[src/verilog/aiom_defs.vh]
/*
 holds the constants of the process-data map block: slot layout, field positions,
 function codes, exception codes and reset values.
 assumes nothing; included by bare name.
*/
`ifndef AIOM_DEFS_VH
`define AIOM_DEFS_VH
`define AIOM_FC_READ_HOLD 8'h03
`define AIOM_FC_READ_INPUT 8'h04
`define AIOM_FC_WRITE_MULTI 8'h10
`define AIOM_MAX_COUNT 7'h7B
`define AIOM_ADDR_LIMIT 17'h003E8
`define AIOM_SLOT_WORDS 4'hA
`define AIOM_IDX_TYPE 4'h0
`define AIOM_IDX_RSVD 4'h1
`define AIOM_IDX_CH1 4'h2
`define AIOM_IDX_CH4 4'h5
`define AIOM_FRESH_BIT 8
`define AIOM_TYPE_LSB 0
`define AIOM_TYPE_W 8
`define AIOM_EXC_NONE 8'h00
`define AIOM_EXC_FUNC 8'h01
`define AIOM_EXC_ADDR 8'h02
`define AIOM_EXC_VALUE 8'h03
`define AIOM_CH_RESET 16'h0000
`endif

[src/verilog/aiom_slot_decode.v]
/*
 holds the slot decoder: splits a zero-based register address into slot and word.
 assumes addresses below one thousand; map digit range is checked by the caller.
*/
`timescale 1ns/1ps
`include "aiom_defs.vh"
module aiom_slot_decode (
	addr,
	slotNum,
	wordIdx
);
	input wire [15:0] addr;
	output wire [6:0] slotNum;
	output wire [3:0] wordIdx;
	// register number = address + 1; slot occupies numbers slot*10 .. slot*10+9
	wire [15:0] regNum;
	wire [15:0] quot;
	wire [15:0] rem;
	assign regNum = addr + 16'h0001;
	assign quot = regNum / 16'h000A;
	assign rem = regNum - quot * 16'h000A;
	assign slotNum = quot[6:0];
	assign wordIdx = rem[3:0];
endmodule

[src/verilog/aiom_map.v]
/*
 holds the process-data map for three analog extension slots: analog in, temperature
 in and analog out, reached by a decoded request port (function code, start address,
 count) stepping one read word per cycle, and one write word per wrValid pulse.
 assumes the framing layer hands over requests and write words synchronous to clk,
 and that the link side delivers input samples with a valid pulse.
*/
`timescale 1ns/1ps
`include "aiom_defs.vh"
module aiom_map #(
	parameter [6:0] AIN_SLOT = 7'h01,
	parameter [6:0] TEMP_SLOT = 7'h02,
	parameter [6:0] AOUT_SLOT = 7'h03,
	parameter [7:0] AIN_TYPE_ID = 8'hA1, // arbitrary value
	parameter [7:0] TEMP_TYPE_ID = 8'hA2, // arbitrary value
	parameter [7:0] AOUT_TYPE_ID = 8'hA3 // arbitrary value
) (
	clk,
	rst_n,
	reqValid,
	reqFunc,
	reqAddr,
	reqCount,
	wrValid,
	wrData,
	ainPresent,
	ainLinkOk,
	ainValid,
	ainData,
	tempPresent,
	tempLinkOk,
	tempValid,
	tempData,
	aoutPresent,
	busy_r,
	rdValid_r,
	rdData_r,
	wrTake_r,
	done_r,
	excCode_r,
	analogOutFirst_r,
	analogOutSecond_r,
	analogOutThird_r,
	analogOutFourth_r,
	aoutFresh_r
);
	input wire clk;
	input wire rst_n;
	input wire reqValid;
	input wire [7:0] reqFunc;
	input wire [15:0] reqAddr;
	input wire [6:0] reqCount;
	input wire wrValid;
	input wire [15:0] wrData;
	input wire ainPresent;
	input wire ainLinkOk;
	input wire ainValid;
	input wire [63:0] ainData;
	input wire tempPresent;
	input wire tempLinkOk;
	input wire tempValid;
	input wire [63:0] tempData;
	input wire aoutPresent;
	output reg busy_r;
	output reg rdValid_r;
	output reg [15:0] rdData_r;
	output reg wrTake_r;
	output reg done_r;
	output reg [7:0] excCode_r;
	output reg [15:0] analogOutFirst_r;
	output reg [15:0] analogOutSecond_r;
	output reg [15:0] analogOutThird_r;
	output reg [15:0] analogOutFourth_r;
	output reg aoutFresh_r;

	localparam [1:0] ST_IDLE = 2'b00;
	localparam [1:0] ST_READ = 2'b01;
	localparam [1:0] ST_WRITE = 2'b10;

	reg [1:0] state_r;
	reg [1:0] state_nxt;
	reg [15:0] addr_r;
	reg [6:0] left_r;
	reg isInput_r;
	reg [63:0] ain_r;
	reg [63:0] temp_r;
	wire [6:0] slotNum;
	wire [3:0] wordIdx;

	// first word of a slot: type low, freshness at bit 8
	function [15:0] headWord;
		input present;
		input stale;
		input [7:0] typeId;
		begin
			headWord = 16'h0000;
			headWord[`AIOM_FRESH_BIT] = stale;
			headWord[`AIOM_TYPE_LSB +: `AIOM_TYPE_W] = present ? typeId : 8'h00;
		end
	endfunction

	// channel pick; x1 and x6..x9 fall to zero
	function [15:0] chanWord;
		input [3:0] idx;
		input [63:0] chans;
		begin
			chanWord = 16'h0000;
			if (idx >= `AIOM_IDX_CH1 && idx <= `AIOM_IDX_CH4) begin
				chanWord = chans[(idx - `AIOM_IDX_CH1) * 16 +: 16];
			end
		end
	endfunction

	aiom_slot_decode u_aiom_slot_decode (
		.addr(addr_r),
		.slotNum(slotNum),
		.wordIdx(wordIdx)
	);

	wire [63:0] aoutAll = {analogOutFourth_r, analogOutThird_r, analogOutSecond_r, analogOutFirst_r};
	wire reqOk = (reqFunc == `AIOM_FC_READ_HOLD) || (reqFunc == `AIOM_FC_READ_INPUT)
		|| (reqFunc == `AIOM_FC_WRITE_MULTI);
	wire cntOk = (reqCount != 7'h00) && (reqCount <= `AIOM_MAX_COUNT);
	// last word of the request must stay inside the map
	wire addrOk = ({1'b0, reqAddr} + {10'h000, reqCount}) <= `AIOM_ADDR_LIMIT;

	reg [15:0] readWord;
	always @* begin
		readWord = 16'h0000;
		if (isInput_r) begin
			if (slotNum == AIN_SLOT) begin
				readWord = (wordIdx == `AIOM_IDX_TYPE) ? headWord(ainPresent, ~ainLinkOk, AIN_TYPE_ID)
					: chanWord(wordIdx, ain_r);
			end else if (slotNum == TEMP_SLOT) begin
				readWord = (wordIdx == `AIOM_IDX_TYPE) ? headWord(tempPresent, ~tempLinkOk, TEMP_TYPE_ID)
					: chanWord(wordIdx, temp_r);
			end
		end else if (slotNum == AOUT_SLOT) begin
			readWord = (wordIdx == `AIOM_IDX_TYPE) ? headWord(aoutPresent, aoutFresh_r, AOUT_TYPE_ID)
				: chanWord(wordIdx, aoutAll);
		end
	end

	always @* begin
		state_nxt = state_r;
		case (state_r)
			ST_IDLE: begin
				if (reqValid && reqOk && cntOk && addrOk) begin
					state_nxt = (reqFunc == `AIOM_FC_WRITE_MULTI) ? ST_WRITE : ST_READ;
				end
			end
			ST_READ: begin
				if (left_r == 7'h01) begin
					state_nxt = ST_IDLE;
				end
			end
			ST_WRITE: begin
				if (wrValid && left_r == 7'h01) begin
					state_nxt = ST_IDLE;
				end
			end
			default: begin
				state_nxt = ST_IDLE;
			end
		endcase
	end

	wire wrHit = (state_r == ST_WRITE) && wrValid && (slotNum == AOUT_SLOT);

	always @(posedge clk or negedge rst_n) begin
		if (!rst_n) begin
			state_r <= ST_IDLE;
			addr_r <= 16'h0000;
			left_r <= 7'h00;
			isInput_r <= 1'b0;
			busy_r <= 1'b0;
			rdValid_r <= 1'b0;
			rdData_r <= 16'h0000;
			wrTake_r <= 1'b0;
			done_r <= 1'b0;
			excCode_r <= `AIOM_EXC_NONE;
			ain_r <= 64'h0;
			temp_r <= 64'h0;
			analogOutFirst_r <= `AIOM_CH_RESET;
			analogOutSecond_r <= `AIOM_CH_RESET;
			analogOutThird_r <= `AIOM_CH_RESET;
			analogOutFourth_r <= `AIOM_CH_RESET;
			aoutFresh_r <= 1'b1;
		end else begin
			state_r <= state_nxt;
			rdValid_r <= 1'b0;
			wrTake_r <= 1'b0;
			done_r <= 1'b0;
			// stale inputs keep their last values
			if (ainValid && ainLinkOk) begin
				ain_r <= ainData;
			end
			if (tempValid && tempLinkOk) begin
				temp_r <= tempData;
			end
			case (state_r)
				ST_IDLE: begin
					if (reqValid) begin
						addr_r <= reqAddr;
						left_r <= reqCount;
						isInput_r <= (reqFunc == `AIOM_FC_READ_INPUT);
						busy_r <= reqOk && cntOk && addrOk;
						if (!reqOk) begin
							excCode_r <= `AIOM_EXC_FUNC;
							done_r <= 1'b1;
						end else if (!cntOk) begin
							excCode_r <= `AIOM_EXC_VALUE;
							done_r <= 1'b1;
						end else if (!addrOk) begin
							excCode_r <= `AIOM_EXC_ADDR;
							done_r <= 1'b1;
						end else begin
							excCode_r <= `AIOM_EXC_NONE;
						end
					end
				end
				ST_READ: begin
					rdValid_r <= 1'b1;
					rdData_r <= readWord;
					addr_r <= addr_r + 16'h0001;
					left_r <= left_r - 7'h01;
					if (left_r == 7'h01) begin
						busy_r <= 1'b0;
						done_r <= 1'b1;
					end
				end
				ST_WRITE: begin
					if (wrValid) begin
						wrTake_r <= 1'b1;
						addr_r <= addr_r + 16'h0001;
						left_r <= left_r - 7'h01;
						if (left_r == 7'h01) begin
							busy_r <= 1'b0;
							done_r <= 1'b1;
						end
					end
				end
				default: begin
					busy_r <= 1'b0;
				end
			endcase
			// any write into the slot, reserved words included, marks data current
			if (wrHit) begin
				aoutFresh_r <= 1'b0;
				case (wordIdx)
					4'h2: analogOutFirst_r <= wrData;
					4'h3: analogOutSecond_r <= wrData;
					4'h4: analogOutThird_r <= wrData;
					4'h5: analogOutFourth_r <= wrData;
					default: analogOutFirst_r <= analogOutFirst_r;
				endcase
			end
		end
	end
endmodule

[config.mk]
export PLATFORM = sky130hd
export DESIGN_NAME = aiom_map
export DESIGN_NICKNAME = d
export VERILOG_FILES = /design/src/verilog/aiom_slot_decode.v /design/src/verilog/aiom_map.v
export VERILOG_INCLUDE_DIRS = /design/src /design/src/verilog
export SDC_FILE = /design/constraint.sdc
export NUM_CORES = 1
export LEC_CHECK = 0
export BUFFER_PORTS_ARGS = -buffer_cell sky130_fd_sc_hd__buf_2
export CAP_MARGIN = 0
export CORE_ASPECT_RATIO = 2
export CORE_MARGIN = 3
export CORE_UTILIZATION = 60
export CTS_CLUSTER_DIAMETER = 150
export DETAILED_ROUTE_END_ITERATION = 6
export PLACE_DENSITY = 0.86
export SLEW_MARGIN = 20
export SYNTH_ARGS = -nofsm -noshare
export SYNTH_HDL_FRONTEND = slang
export SYNTH_SLANG_ARGS = --single-unit
[constraint.sdc]
create_clock -name clk -period 20.6 [get_ports clk]
set_input_delay 0 -clock clk [delete_from_list [all_inputs] [get_ports clk]]
set_output_delay 0 -clock clk [all_outputs]
set_load 0.01 [all_outputs]
== Word-level counts from Yosys, hierarchy flattened ==
Cells that the tools add are included.

* Register bits: 247
* Bits of input ports: 186
* Output and inout port bits: 93
* Word-level logic and storage cells: 118

* Add/sub/neg operators: 5
* Multipliers: 1
* Divide/modulo/power cells: 1
* $lt $le $gt $ge: 4
* Eq/ne operators: 18
* Shift-type cells: 3
* Muxes and demuxes: 41
* Bitwise logic cells: 2
* Reductions and logical operators: 26

{| class="wikitable"
|+ Operator list
! cell !! count
|-
| $mux 16 || 12
|-
| $shiftx 64x33->16 || 3
|-
| $pmux 16 s3 || 1
|-
| $mux 8 || 3
|-
| $pmux 7 s3 || 1
|-
| $add 16x7->17 || 1
|-
| $le 17x10->1 const B || 1
|-
| $add 16x1->16 const B || 1
|-
| $div 16x4->16 const B || 1
|-
| $mul 16x3->3 const B || 1
|-
| $eq 7x1->1 const B || 2
|-
| $eq 7x2->1 const B || 2
|-
| $mux 2 || 7
|-
| $mux 7 || 2
|-
| $logic_and 1x1->1 || 12
|-
| $mux 1 || 12
|-
| $reduce_and 2->1 || 6
|-
| $ne 2x2->1 const B || 5
|-
| $eq 4x2->1 const B || 2
|-
| $eq 4x3->1 const B || 2
|-
| $eq 8x2->1 const B || 1
|-
| $eq 8x3->1 const B || 1
|-
| $eq 8x5->1 const B || 1
|-
| $le 7x7->1 const B || 1
|-
| other kinds (16) || 20
|}

== Longest topological paths before layout ==
Gate-level depths: netlist (run 1).

* Depth after elaboration: 11
* Gate-level depth with buffers: 40
* Mapped depth without buffers: 35

== By module ==
A second synthesis (run 1) with hierarchy kept.

* Cells, all modules: 1265
* Area total of the unflattened synthesis: 14221.1 um^2

{| class="wikitable"
|+ Modules (own cells, without submodules)
! module !! times used !! cells an instance !! area each (um^2) !! seq. area each (um^2)
|-
| aiom_map || 1 || 919 || 11850.1 || 6032.0
|-
| aiom_slot_decode || 1 || 346 || 2371.0 || 0.0
|}

== Least setup slack after synthesis (run 1) ==
Ideal clock, no wire load.

* Path kind: register to register
* Start point: reg addr_r[0]
* End point: reg analogOutSecond_r[10]
* Setup time: 125 ps
* Arrival time: 8642 ps
* Data required time: 20475 ps
* Slack: 11833 ps
* Stages on the path, launching flop included: 39
* Buffers on the path: 5
* Period minus slack after synthesis: 8767 ps
* Path through: dfrtp_1 ha_1 nand2_1 nor4_4 mux2i_1 o311ai_2 nor3_4 nor4_2 or4_1 buf_2 o22ai_1 o21a_1 o2111ai_1 and2_1 buf_2 o311a_1 a21oi_2 a21oi_1 (+3 left out) nand2_1 nor2_1 or4_1 a21boi_1 o2111a_2 clkinv_1 buf_2 ha_1 fa_1 nand2_1 o311ai_1 a21oi_2 xnor2_1 or3_1 or4b_1 buf_6 buf_6 mux2_4

* Longest elaborated chain between the ends: 6
* Elaborated cells between the ends (all ways): 8
* Those cells by class: add/sub: 2; mul: 1; div: 1; eq/ne: 2; reduce/logical: 2

{| class="wikitable"
|+ Ends and longest elaborated chain
! element !! RTL line !! source
|-
| start, declared || aiom_map.v:82 || <nowiki>reg [15:0] addr_r;</nowiki>
|-
| start signal, assigned || aiom_map.v:204 || <nowiki>addr_r <= reqAddr;</nowiki>
|-
| start signal, assigned || aiom_map.v:225 || <nowiki>addr_r <= addr_r + 16'h0001;</nowiki>
|-
| start signal, assigned || aiom_map.v:235 || <nowiki>addr_r <= addr_r + 16'h0001;</nowiki>
|-
| $add 16x1->16 (*) || aiom_slot_decode.v:19 || <nowiki>assign regNum = addr + 16'h0001;</nowiki>
|-
| $div 16x4->16 || aiom_slot_decode.v:20 || <nowiki>assign quot = regNum / 16'h000A;</nowiki>
|-
| $mul 16x3->3 || aiom_slot_decode.v:21 || <nowiki>assign rem = regNum - quot * 16'h000A;</nowiki>
|-
| $sub 4x4->4 || aiom_slot_decode.v:21 ||
|-
| $eq 4x2->1 || aiom_map.v:250 || <nowiki>case (wordIdx)</nowiki>
|-
| $reduce_and 2->1 (no source line) (*) || -- ||
|-
| end signal, assigned || aiom_map.v:185 || <nowiki>analogOutSecond_r <= `AIOM_CH_RESET;</nowiki>
|-
| end signal, assigned || aiom_map.v:252 || <nowiki>4'h3: analogOutSecond_r <= wrData;</nowiki>
|-
| end, declared || aiom_map.v:71 || <nowiki>output reg [15:0] analogOutSecond_r;</nowiki>
|}

Mark *: on every way between the ends. The rest lies on a longest branch, timed or not.
A chain may end at the register's enable or synchronous reset.

== Final worst setup path (run 1) ==
* Start point: reg addr_r[0]
* End point: reg analogOutSecond_r[3]

The elaborated chain is that of the path after synthesis.

==> impl_metrics.prom, run 1 <==
# TYPE chip_impl_metric gauge
chip_impl_metric{name="worst_ep_arrival_time",unit="ps"} 11530
chip_impl_metric{name="floorplan.core_area",unit="µm²"} 22600
chip_impl_metric{name="first_global_vias",unit=""} 13800
chip_impl_metric{name="cpPeakStageDelay",unit="ps"} 950
chip_impl_metric{name="multiInputGateArea",unit="µm²"} 7380
chip_impl_metric{name="synth-warning-count",unit=""} 0
chip_impl_metric{name="initial_utilization",unit=""} 0.610
chip_impl_metric{name="finalClockSkew",unit="ps"} 16.8
chip_impl_metric{name="post_route_cells_drive_above_1_share",unit=""} 0.373
chip_impl_metric{name="drt_iter0_markers",unit=""} 1429
chip_impl_metric{name="hold_viol",unit=""} 0
chip_impl_metric{name="finalWorstPathRequiredPeriod",unit="ps"} 11130
chip_impl_metric{name="number_of_cells_produced_by_synthesis",unit=""} 1186
chip_impl_metric{name="worst_slack",unit="ps"} 9470
chip_impl_metric{name="grt.total_usage",unit=""} 0.438
chip_impl_metric{name="detailroute.via_count",unit=""} 13100
chip_impl_metric{name="post-route-period-util",unit=""} 0.540
chip_impl_metric{name="yosys.area.top_type_share",unit=""} 0.435
chip_impl_info{name="leading_area_contributor_after_synthesis",value="dfrtp_1"} 1
chip_impl_metric{name="worst-endpoint-required",unit="ps"} 21000
chip_impl_metric{name="io_count",unit=""} 279
chip_impl_info{name="r2r_start",value="addr_r[0]$_DFFE_PN0P_"} 1
chip_impl_metric{name="grt_start_max_net_pins",unit=""} 89
chip_impl_info{name="crit_end",value="analogOutSecond_r[3]$_DFFE_PN0P_"} 1
chip_impl_info{name="worst_setup_path_end_kind",value="register"} 1
chip_impl_metric{name="post_syn_area",unit="µm²"} 13800
chip_impl_metric{name="clockBufferDepth",unit=""} 3
chip_impl_metric{name="dieHeight",unit="µm"} 221
chip_impl_metric{name="timing_max_transition_violations_final",unit=""} 0
chip_impl_metric{name="overflow",unit=""} 0
chip_impl_metric{name="r2r_setup_slack",unit="ps"} 9470
chip_impl_info{name="critPathSlowestCell",value="or4b_1"} 1
chip_impl_info{name="worst_hold_path_type",value="in -> reg"} 1
chip_impl_metric{name="dp.final_hpwl",unit="µm"} 31700
chip_impl_info{name="critPathLaunch",value="addr_r[0]$_DFFE_PN0P_"} 1
chip_impl_metric{name="reg2reg_depth",unit=""} 34
chip_impl_metric{name="number_of_synthesized_flops_with_an_enable_pin",unit=""} 0
chip_impl_metric{name="cts_inserted_buffers",unit=""} 21
chip_impl_info{name="ys_top_cells_by_area",value="dfrtp_1 (43%), mux2_2 (14%), mux4_2 (7.8%), nand2_1 (2.4%), mux2_4 (2.2%)"} 1
chip_impl_metric{name="drc",unit=""} 1
chip_impl_metric{name="first_pass_iters",unit=""} 7
chip_impl_info{name="synth_ff_type",value="dfrtp_1"} 1
chip_impl_metric{name="cts_post_setup_buffers_inserted",unit=""} 0
chip_impl_metric{name="die_x",unit="µm"} 113
chip_impl_metric{name="tns",unit="ps"} 0
chip_impl_metric{name="ant_nets",unit=""} 0
chip_impl_info{name="status",value="complete, but fails checks"} 1
chip_impl_metric{name="number_of_maximum_capacitance_violations",unit=""} 0
chip_impl_metric{name="gp_congestion",unit=""} 0.959
chip_impl_metric{name="clock_insertion_delay_worst_skew",unit="ps"} 530
chip_impl_metric{name="postSynth.asyncResetShare",unit=""} 1.00
chip_impl_metric{name="n_fill_cell",unit=""} 1245
chip_impl_metric{name="preCtsSetupSlack",unit="ps"} 9880
chip_impl_metric{name="finalNetCount",unit=""} 1813
chip_impl_metric{name="std_cell_rows",unit=""} 78
chip_impl_metric{name="critical_path.max_fanout",unit=""} 18
chip_impl_metric{name="hold_slack",unit="ps"} 53.5
chip_impl_metric{name="ys_seq_area_frac",unit=""} 0.436
chip_impl_metric{name="tightest_slew",unit="ps"} 1080
chip_impl_info{name="cts_root_buffer",value="clkbuf_16"} 1
chip_impl_metric{name="setup-violations-final",unit=""} 0
chip_impl_metric{name="cts_max_level",unit=""} 1
chip_impl_metric{name="cts_sinks",unit=""} 241
chip_impl_info{name="rsz0062_at_grt",value="false"} 1
chip_impl_info{name="tritoncts",value="yes"} 1
chip_impl_metric{name="initial_antenna_violation_count",unit=""} 3
chip_impl_info{name="worst_setup_path_start_kind",value="register"} 1
chip_impl_metric{name="layout-area-overhead-vs-synth",unit="%"} 29.1
chip_impl_metric{name="drt-vias-per-instance",unit=""} 6.88
chip_impl_metric{name="wire_length_of_the_first_global_routing_pass",unit="µm"} 83000
chip_impl_info{name="reg2reg_to",value="analogOutSecond_r[3]$_DFFE_PN0P_"} 1
chip_impl_metric{name="dieArea",unit="µm²"} 25000
chip_impl_info{name="critical_path_class",value="reg -> reg"} 1
chip_impl_info{name="synth.most_common_cell",value="dfrtp_1"} 1
chip_impl_metric{name="timing.slew.headroom",unit=""} 0.275
chip_impl_metric{name="ff_latch_area",unit="µm²"} 6040
chip_impl_metric{name="drt_wl_total",unit="µm"} 54700
chip_impl_metric{name="timing.fmax",unit="GHz"} 0.0899
chip_impl_metric{name="yosys_register_bits",unit=""} 241
chip_impl_metric{name="post_drt_wl_per_cell",unit="µm"} 28.7
chip_impl_metric{name="path_clk_slew",unit="ps"} 70
chip_impl_metric{name="finish.utilization",unit=""} 0.788
chip_impl_metric{name="post_synth.cell_area_avg",unit="µm²"} 11.7
chip_impl_info{name="yosys-top-cells-count",value="dfrtp_1 (240), mux2_2 (177), nand2_1 (88)"} 1
chip_impl_metric{name="synthDistinctLibCells",unit=""} 98
chip_impl_info{name="violated_checks",value="DRC"} 1
chip_impl_metric{name="numPortBuffers",unit=""} 272
==> state kept, by name (all words and copies together) (netlist names) <==
register and count:
ain_r 64, addr_r 16, analogOutThird_r 16, left_r 7
analogOutSecond_r 16, analogOutFourth_r 16, busy_r 1, temp_r 64
wrTake_r 1, done_r 1, isInput_r 1, analogOutFirst_r 16
excCode_r 2, state_r 2, aoutFresh_r 1, rdData_r 16
rdValid_r 1
==> metrics by stage <==
step           instances  cell area, µm²
2_1_floorplan       1191           13800
3_3_place_gp        1684           15300
3_5_place_dp        1684           15300
4_1_cts             1901           17800
5_1_grt             1902           17800
6_report            1904           17800
==> placed cells by master (no fill, tap or decap), types with 8 or more instances in the layout <==
master         netlist  layout
a21o_1              14      14
mux4_2              48      48
nand2b_1             9       9
dlygate4sd3_1        0     179
o21ai_0             60      60
nand2_1             88      86
ha_1                19      18
and2_1              14      14
xnor2_1             15      15
o2bb2ai_1           11      11
o211ai_1            12      12
buf_4                8      15
nand3_1             35      35
clkbuf_16            0      21
inv_1               21      21
buf_2               10     271
a211oi_1            10      10
mux2_2             177     177
mux2i_1              8       8
nor2_1              44      44
nor3_1              18      18
dfrtp_1            240     239
a21oi_1             47      47
nor2b_1             15      15
o22ai_1             15      15
xor2_1              13      13
mux2_4              20      20
==> layer usage <==
metal | GRT usage | wire length [µm] | share of wire | vias up
met4 | 0.353 | 5750 | 0.11 | 4
met3 | 0.100 | 4620 | 0.084 | 387
li1 | - | - | - | 5315
met5 | 0 | 22 | 0.00040 | -
met2 | 0.757 | 27700 | 0.51 | 1048
met1 | 0.447 | 16600 | 0.30 | 6338
==> worst min-delay path by stage <==
stage | start | to | slack, ps | cells past startpoint
2_1_floorplan | rst_n | addr_r[0]$_DFFE_PN0P_ | -300 | 0
3_3_place_gp | rst_n | temp_r[24]$_DFFE_PN0P_ | 40 | 1
3_5_place_dp | rst_n | temp_r[24]$_DFFE_PN0P_ | 40 | 1
4_1_cts | reqFunc[3] | excCode_r[0]$_DFFE_PN0P_ | 40 | 5
5_1_grt | reqFunc[7] | excCode_r[0]$_DFFE_PN0P_ | 100 | 5
6_report | reqFunc[7] | excCode_r[0]$_DFFE_PN0P_ | 50 | 5
==> final cells by class <==
type | count | share of cell area
Antenna cell | 3 | 0.000421
Clock buffer | 31 | 0.0344
Clock inverter | 7 | 0.00512
Inverter | 23 | 0.00484
Multi-Input combinational cell | 853 | 0.414
Sequential cell | 241 | 0.338
Tap cell | 280 | 0.0196
Timing Repair Buffer | 466 | 0.184
==> cell families (layout without fill, tap and decap cells) <==
family                     Yosys count  count (layout)  share of synthesized area
AOI/OAI and AO/OA                  260             260                      0.132
xor gates and xnor gates            30              30                     0.0201
adders and majority gates           22              22                     0.0208
buffers and inverters               97             527                     0.0311
DFF                                241             241                      0.436
muxes                              253             253                      0.250
other                                1               9                   0.000271
and+or+nand+nor                    282             282                      0.109
==> critical path: cells and delay by family, from the launching register on <==
kind	cells	cell delay, ps
XOR/XNOR	1	270
flip-flops	1	590
buffers and inverters	2	470
adder cells (fa/ha/maj)	4	1310
AO/OA/AOI/OAI	12	2910
AND/OR/NAND/NOR	13	4250
multiplexers	2	1170
==> repair_timing <==
action                    CTS  global route
hold buffers              179             0
resized for setup           0             0
hold endpoints to repair  314             0
Power of run 1 is not shown: default switching activity piles up to over one toggle a cycle in this logic, so the estimate is an artifact.
==> run 2, diff against run 1 <==
CORE_UTILIZATION = 51   (was 60)
PLACE_DENSITY = 0.78   (was 0.86)
clock period = 9.41 ns   (was 20.6 ns; I/O delays follow)
==> impl_metrics.prom, run 2 (same netlist as run 1, synthesis figures left out) <==
# TYPE chip_impl_metric gauge
chip_impl_info{name="status",value="finished clean"} 1
chip_impl_metric{name="hold_viol",unit=""} 0
chip_impl_metric{name="wire_length_of_the_first_global_routing_pass",unit="µm"} 75100
chip_impl_metric{name="finalClockSkew",unit="ps"} 17.5
chip_impl_metric{name="dieArea",unit="µm²"} 29200
chip_impl_metric{name="initial_antenna_violation_count",unit=""} 5
chip_impl_metric{name="io_count",unit=""} 279
chip_impl_metric{name="cts_inserted_buffers",unit=""} 23
chip_impl_metric{name="grt.met3_usage",unit=""} 0.0504
chip_impl_metric{name="timing.fmax",unit="GHz"} 0.110
chip_impl_metric{name="first_pass_iters",unit=""} 5
chip_impl_metric{name="initial_utilization",unit=""} 0.522
chip_impl_metric{name="grt_start_max_net_pins",unit=""} 100
chip_impl_metric{name="worst_ep_arrival_time",unit="ps"} 9480
chip_impl_metric{name="r2r_setup_slack",unit="ps"} 350
chip_impl_metric{name="layout-area-overhead-vs-synth",unit="%"} 33.4
chip_impl_metric{name="multiInputGateArea",unit="µm²"} 7590
chip_impl_metric{name="n_fill_cell",unit=""} 1802
chip_impl_info{name="worst_setup_path_start_kind",value="register"} 1
chip_impl_metric{name="grt.total_usage",unit=""} 0.337
chip_impl_info{name="timing.critical_path.mode_cell",value="nand2_1"} 1
chip_impl_metric{name="tightest_slew",unit="ps"} 1010
chip_impl_metric{name="drt_wl_total",unit="µm"} 49800
chip_impl_metric{name="gp_congestion",unit=""} 0.987
chip_impl_metric{name="dp.final_hpwl",unit="µm"} 32600
chip_impl_info{name="worst_setup_path_end_kind",value="register"} 1
chip_impl_info{name="worst_hold_path_type",value="in -> async"} 1
chip_impl_metric{name="std_cell_rows",unit=""} 84
chip_impl_metric{name="ff_latch_area",unit="µm²"} 6040
chip_impl_info{name="final_cell_mix",value="buf_2 (271), dfrtp_1 (236), dlygate4sd3_1 (179)"} 1
chip_impl_metric{name="critical_path.max_fanout",unit=""} 16
chip_impl_info{name="critPathSlowestCell",value="or4b_1"} 1
chip_impl_metric{name="overflow",unit=""} 0
chip_impl_metric{name="ant_nets",unit=""} 0
chip_impl_metric{name="number_of_maximum_capacitance_violations",unit=""} 0
chip_impl_info{name="largestRegisters",value="ain_r: 64 flops, temp_r: 64 flops"} 1
chip_impl_info{name="cts_root_buffer",value="clkbuf_16"} 1
chip_impl_metric{name="preCtsSetupSlack",unit="ps"} 231
chip_impl_metric{name="worst_slack",unit="ps"} 348
chip_impl_metric{name="cts_sinks",unit=""} 241
chip_impl_info{name="grt.busiest_layer",value="met2"} 1
chip_impl_metric{name="numPortBuffers",unit=""} 272
chip_impl_metric{name="clock_insertion_delay_worst_skew",unit="ps"} 540
chip_impl_metric{name="timing.slew.headroom",unit=""} 0.325
chip_impl_info{name="tritoncts",value="yes"} 1
chip_impl_metric{name="finalNetCount",unit=""} 1845
chip_impl_metric{name="path_clk_slew",unit="ps"} 70
chip_impl_metric{name="first_global_vias",unit=""} 13300
chip_impl_metric{name="post_route_cells_drive_above_1_share",unit=""} 0.402
chip_impl_metric{name="post-route-period-util",unit=""} 0.963
chip_impl_metric{name="post_drt_wl_per_cell",unit="µm"} 24.8
chip_impl_metric{name="cpPeakStageDelay",unit="ps"} 510
chip_impl_metric{name="die_x",unit="µm"} 122
chip_impl_info{name="mostFrequentLayoutCell",value="buf_2"} 1
chip_impl_metric{name="setup-violations-final",unit=""} 0
chip_impl_metric{name="finalWorstPathRequiredPeriod",unit="ps"} 9060
chip_impl_metric{name="floorplan.core_area",unit="µm²"} 26500
chip_impl_metric{name="drt_iter0_markers",unit=""} 824
chip_impl_metric{name="groute.layer.met2.usage",unit=""} 0.621
chip_impl_metric{name="grt_util_met1",unit=""} 0.333
chip_impl_metric{name="drt-vias-per-instance",unit=""} 6.21
chip_impl_metric{name="drc",unit=""} 0
chip_impl_metric{name="timing_max_transition_violations_final",unit=""} 0
chip_impl_metric{name="cts_max_level",unit=""} 1
chip_impl_info{name="critical_path_class",value="reg -> reg"} 1
chip_impl_metric{name="worst-endpoint-required",unit="ps"} 9830
chip_impl_metric{name="detailroute.via_count",unit=""} 12500
chip_impl_metric{name="clockBufferDepth",unit=""} 3
chip_impl_metric{name="dieHeight",unit="µm"} 239
==> run 2: what timing repair did <==
action                                  CTS  global route
endpoints found under the setup margin    0            80
hold buffers                            179             0
endpoints found under the hold margin   325             0
buffers inserted                          0            10
resized for setup                         0            38
==> run 2: cell type report <==
type / count / area share
Multi-Input combinational cell: 853 / 0.412
Inverter: 23 / 0.00468
Antenna cell: 5 / 0.000679
Tap cell: 344 / 0.0234
Clock buffer: 25 / 0.0322
Clock inverter: 17 / 0.00842
Sequential cell: 241 / 0.328
Timing Repair Buffer: 496 / 0.191
==> run 2: worst max-delay path: cells and delay by family, from the launching register on <==
| kind | cells | cell delay (ps) |
|---|---|---|
| AND/OR/NAND/NOR | 13 | 3120 |
| adder cells (fa/ha/maj) | 3 | 890 |
| AO/OA/AOI/OAI | 12 | 2370 |
| multiplexers | 3 | 1130 |
| buffers and inverters | 5 | 790 |
| XOR/XNOR | 1 | 110 |
| flip-flops | 1 | 480 |
==> run 2: routing by layer <==
metal | vias up | routed length, µm
li1 | 5380 | -
met4 | 0 | 4520
met3 | 242 | 2750
met1 | 6203 | 15500
met2 | 629 | 27000
met5 | - | 0
==> run 2: final timing paths <==
kind / startpoint / end / cells after the start
worst max-delay path: addr_r[5]$_DFFE_PN0P_ / analogOutSecond_r[13]$_DFFE_PN0P_ / 37
worst min-delay path: rst_n / analogOutThird_r[5]$_DFFE_PN0P_ / 2
worst max register to register: addr_r[5]$_DFFE_PN0P_ / analogOutSecond_r[13]$_DFFE_PN0P_ / 37
worst min register to register: rdData_r[2]$_DFFE_PN0P_ / rdData_r[2]$_DFFE_PN0P_ / 1
max in group asynchronous: rst_n / temp_r[20]$_DFFE_PN0P_ / 4
min in group clk: ainLinkOk / rdData_r[8]$_DFFE_PN0P_ / 6
==> run 2: stage by stage <==
step | hold slack (ps) | utilization | setup TNS [ps] | instance area [µm²] | instances
floorplan | -296 | - | 0 | 13800 | 1191
global placement | 95.4 | 0.588 | 0 | 15600 | 1768
detailed placement | 101 | 0.588 | 0 | 15600 | 1768
CTS | 113 | 0.684 | 0 | 18100 | 1989
global route | 170 | 0.696 | -1670 | 18400 | 2004
finish | 89.1 | 0.696 | 0 | 18400 | 2004
Power of run 2 is left out for the same reason.
==> run 3, diff against run 2 <==
REMOVE_ABC_BUFFERS = 1   (was default)
==> impl_metrics.prom, run 3 (same netlist as run 1, synthesis figures left out) <==
# TYPE chip_impl_metric gauge
chip_impl_metric{name="reg2reg_depth",unit=""} 38
chip_impl_metric{name="cts_inserted_buffers",unit=""} 22
chip_impl_metric{name="setup-violations-final",unit=""} 0
chip_impl_metric{name="tightest_slew",unit="ps"} 957
chip_impl_metric{name="post_route_cells_drive_above_1_share",unit=""} 0.404
chip_impl_info{name="mostFrequentLayoutCell",value="buf_2"} 1
chip_impl_info{name="tritoncts",value="yes"} 1
chip_impl_info{name="reg2reg_to",value="analogOutSecond_r[0]$_DFFE_PN0P_"} 1
chip_impl_info{name="final_cell_mix",value="buf_2 (271), dfrtp_1 (235), dlygate4sd3_1 (179)"} 1
chip_impl_metric{name="finalWorstPathRequiredPeriod",unit="ps"} 9020
chip_impl_metric{name="clock_insertion_delay_worst_skew",unit="ps"} 520
chip_impl_metric{name="numPortBuffers",unit=""} 272
chip_impl_metric{name="post-route-period-util",unit=""} 0.959
chip_impl_metric{name="cts_max_level",unit=""} 1
chip_impl_metric{name="first_global_vias",unit=""} 13700
chip_impl_metric{name="dieArea",unit="µm²"} 29200
chip_impl_metric{name="timing_max_transition_violations_final",unit=""} 0
chip_impl_info{name="critPathLaunch",value="addr_r[4]$_DFFE_PN0P_"} 1
chip_impl_metric{name="drt-vias-per-instance",unit=""} 6.35
chip_impl_info{name="timing.critical_path.mode_cell",value="buf_4"} 1
chip_impl_metric{name="std_cell_rows",unit=""} 84
chip_impl_metric{name="io_count",unit=""} 279
chip_impl_metric{name="finalNetCount",unit=""} 1843
chip_impl_metric{name="die_x",unit="µm"} 122
chip_impl_metric{name="layout-area-overhead-vs-synth",unit="%"} 33.8
chip_impl_metric{name="worst-endpoint-required",unit="ps"} 9810
chip_impl_metric{name="final_cells",unit=""} 2000
chip_impl_info{name="largestRegisters",value="ain_r: 64 flops, temp_r: 64 flops"} 1
chip_impl_metric{name="dp_cells",unit=""} 1768
chip_impl_metric{name="post_drt_wl_per_cell",unit="µm"} 26.3
chip_impl_metric{name="dieHeight",unit="µm"} 239
chip_impl_info{name="cts_root_buffer",value="clkbuf_16"} 1
chip_impl_metric{name="floorplan.core_area",unit="µm²"} 26500
chip_impl_metric{name="drt_wl_total",unit="µm"} 52600
chip_impl_metric{name="path_clk_slew",unit="ps"} 80
chip_impl_info{name="worst_hold_path_type",value="in -> async"} 1
chip_impl_metric{name="timing.slew.headroom",unit=""} 0.362
chip_impl_info{name="worst_setup_path_start_kind",value="register"} 1
chip_impl_metric{name="fin_area",unit="µm²"} 18500
chip_impl_info{name="worst_setup_path_end_kind",value="register"} 1
chip_impl_metric{name="ant_nets",unit=""} 0
chip_impl_metric{name="hold_viol",unit=""} 0
chip_impl_metric{name="clockBufferDepth",unit=""} 3
chip_impl_metric{name="timing.fmax",unit="GHz"} 0.111
chip_impl_metric{name="number_of_maximum_capacitance_violations",unit=""} 0
chip_impl_metric{name="dp.final_hpwl",unit="µm"} 32700
chip_impl_metric{name="first_pass_iters",unit=""} 5
chip_impl_metric{name="wire_length_of_the_first_global_routing_pass",unit="µm"} 79500
chip_impl_info{name="critical_path_class",value="reg -> reg"} 1
chip_impl_metric{name="grt.total_usage",unit=""} 0.359
chip_impl_metric{name="hold_slack",unit="ps"} 106
chip_impl_metric{name="grt_start_max_net_pins",unit=""} 104
chip_impl_metric{name="finish.utilization",unit=""} 0.698
chip_impl_info{name="critPathSlowestCell",value="or4b_1"} 1
chip_impl_metric{name="finalClockSkew",unit="ps"} 17.0
chip_impl_metric{name="cpPeakStageDelay",unit="ps"} 510
chip_impl_metric{name="placedInstanceArea",unit="µm²"} 15600
chip_impl_metric{name="initial_utilization",unit=""} 0.522
chip_impl_metric{name="overflow",unit=""} 0
chip_impl_metric{name="initial_antenna_violation_count",unit=""} 4
chip_impl_metric{name="n_fill_cell",unit=""} 1738
chip_impl_info{name="r2r_start",value="addr_r[4]$_DFFE_PN0P_"} 1
chip_impl_metric{name="drc",unit=""} 0
chip_impl_metric{name="detailroute.via_count",unit=""} 12700
chip_impl_metric{name="drt_iter0_markers",unit=""} 845
chip_impl_metric{name="r2r_setup_slack",unit="ps"} 390
chip_impl_metric{name="worst_ep_arrival_time",unit="ps"} 9420
chip_impl_metric{name="gp_congestion",unit=""} 0.936
chip_impl_metric{name="cts_sinks",unit=""} 241
chip_impl_info{name="status",value="finished clean"} 1
chip_impl_metric{name="critical_path.max_fanout",unit=""} 16
## run 3: cell count changes in the layout (fill, tap and decap cells not counted), sizes merged
cell	before	now
buf	317	316
bufinv	1	4
clkbuf	25	29
clkinv	9	6
clkinvlp	3	1
inv	27	22
## run 3: cell type report
| cell class | count | area, µm² | share of cell area |
|---|---|---|---|
| inverters | 23 | 86.3 | 0.00467 |
| diodes | 5 | 12.5 | 0.000677 |
| clock buffers | 29 | 628 | 0.0340 |
| well taps | 344 | 430 | 0.0233 |
| flip-flops and latches | 241 | 6040 | 0.327 |
| multi-input cells | 853 | 7610 | 0.411 |
| repair buffers | 495 | 3530 | 0.191 |
| clock inverters | 10 | 160 | 0.00866 |
## run 3: repair_timing
action                                 CTS  global route
setup buffers                            0             8
endpoints found under the hold margin  328             0
setup endpoints to repair                0            80
hold buffers                           179             0
gates resized for setup                  0            46
## run 3: how the worst max path moves through the flow
stage                                              to  slack [ps]  cells after the start
global placement    analogOutSecond_r[14]$_DFFE_PN0P_         330                     34
global route        analogOutSecond_r[14]$_DFFE_PN0P_         -50                     38
detailed placement   analogOutSecond_r[9]$_DFFE_PN0P_         160                     35
floorplan                     rdData_r[7]$_DFFE_PN0P_       -1760                     31
CTS                  analogOutSecond_r[9]$_DFFE_PN0P_          80                     35
finish               analogOutSecond_r[0]$_DFFE_PN0P_         390                     38
## run 3: stage by stage
step,setup TNS (ps),worst slack (ps)
finish,0,385
global route,-523,-46.3
CTS,0,80.3
detailed placement,0,163
global placement,0,326
floorplan,-117040,-1760
## run 3: worst max-delay path: cells and delay by family (launching register included)
| kind | cells | cell delay, ps |
|---|---|---|
| AND/OR/NAND/NOR | 14 | 3280 |
| AO/OA/AOI/OAI | 9 | 2140 |
| XOR/XNOR | 2 | 290 |
| flip-flops | 1 | 490 |
| adder cells (fa/ha/maj) | 3 | 630 |
| buffers and inverters | 7 | 1230 |
| multiplexers | 3 | 850 |
## run 3: per-layer routing
| layer | share of wire | vias to the layer above | track usage |
|---|---|---|---|
| li1 | - | 5370 | - |
| met1 | 0.31 | 6262 | 0.358 |
| met2 | 0.53 | 800 | 0.648 |
| met3 | 0.070 | 270 | 0.0701 |
| met4 | 0.091 | 0 | 0.257 |
| met5 | 0 | - | 0 |
Power of run 3 is left out for the same reason.
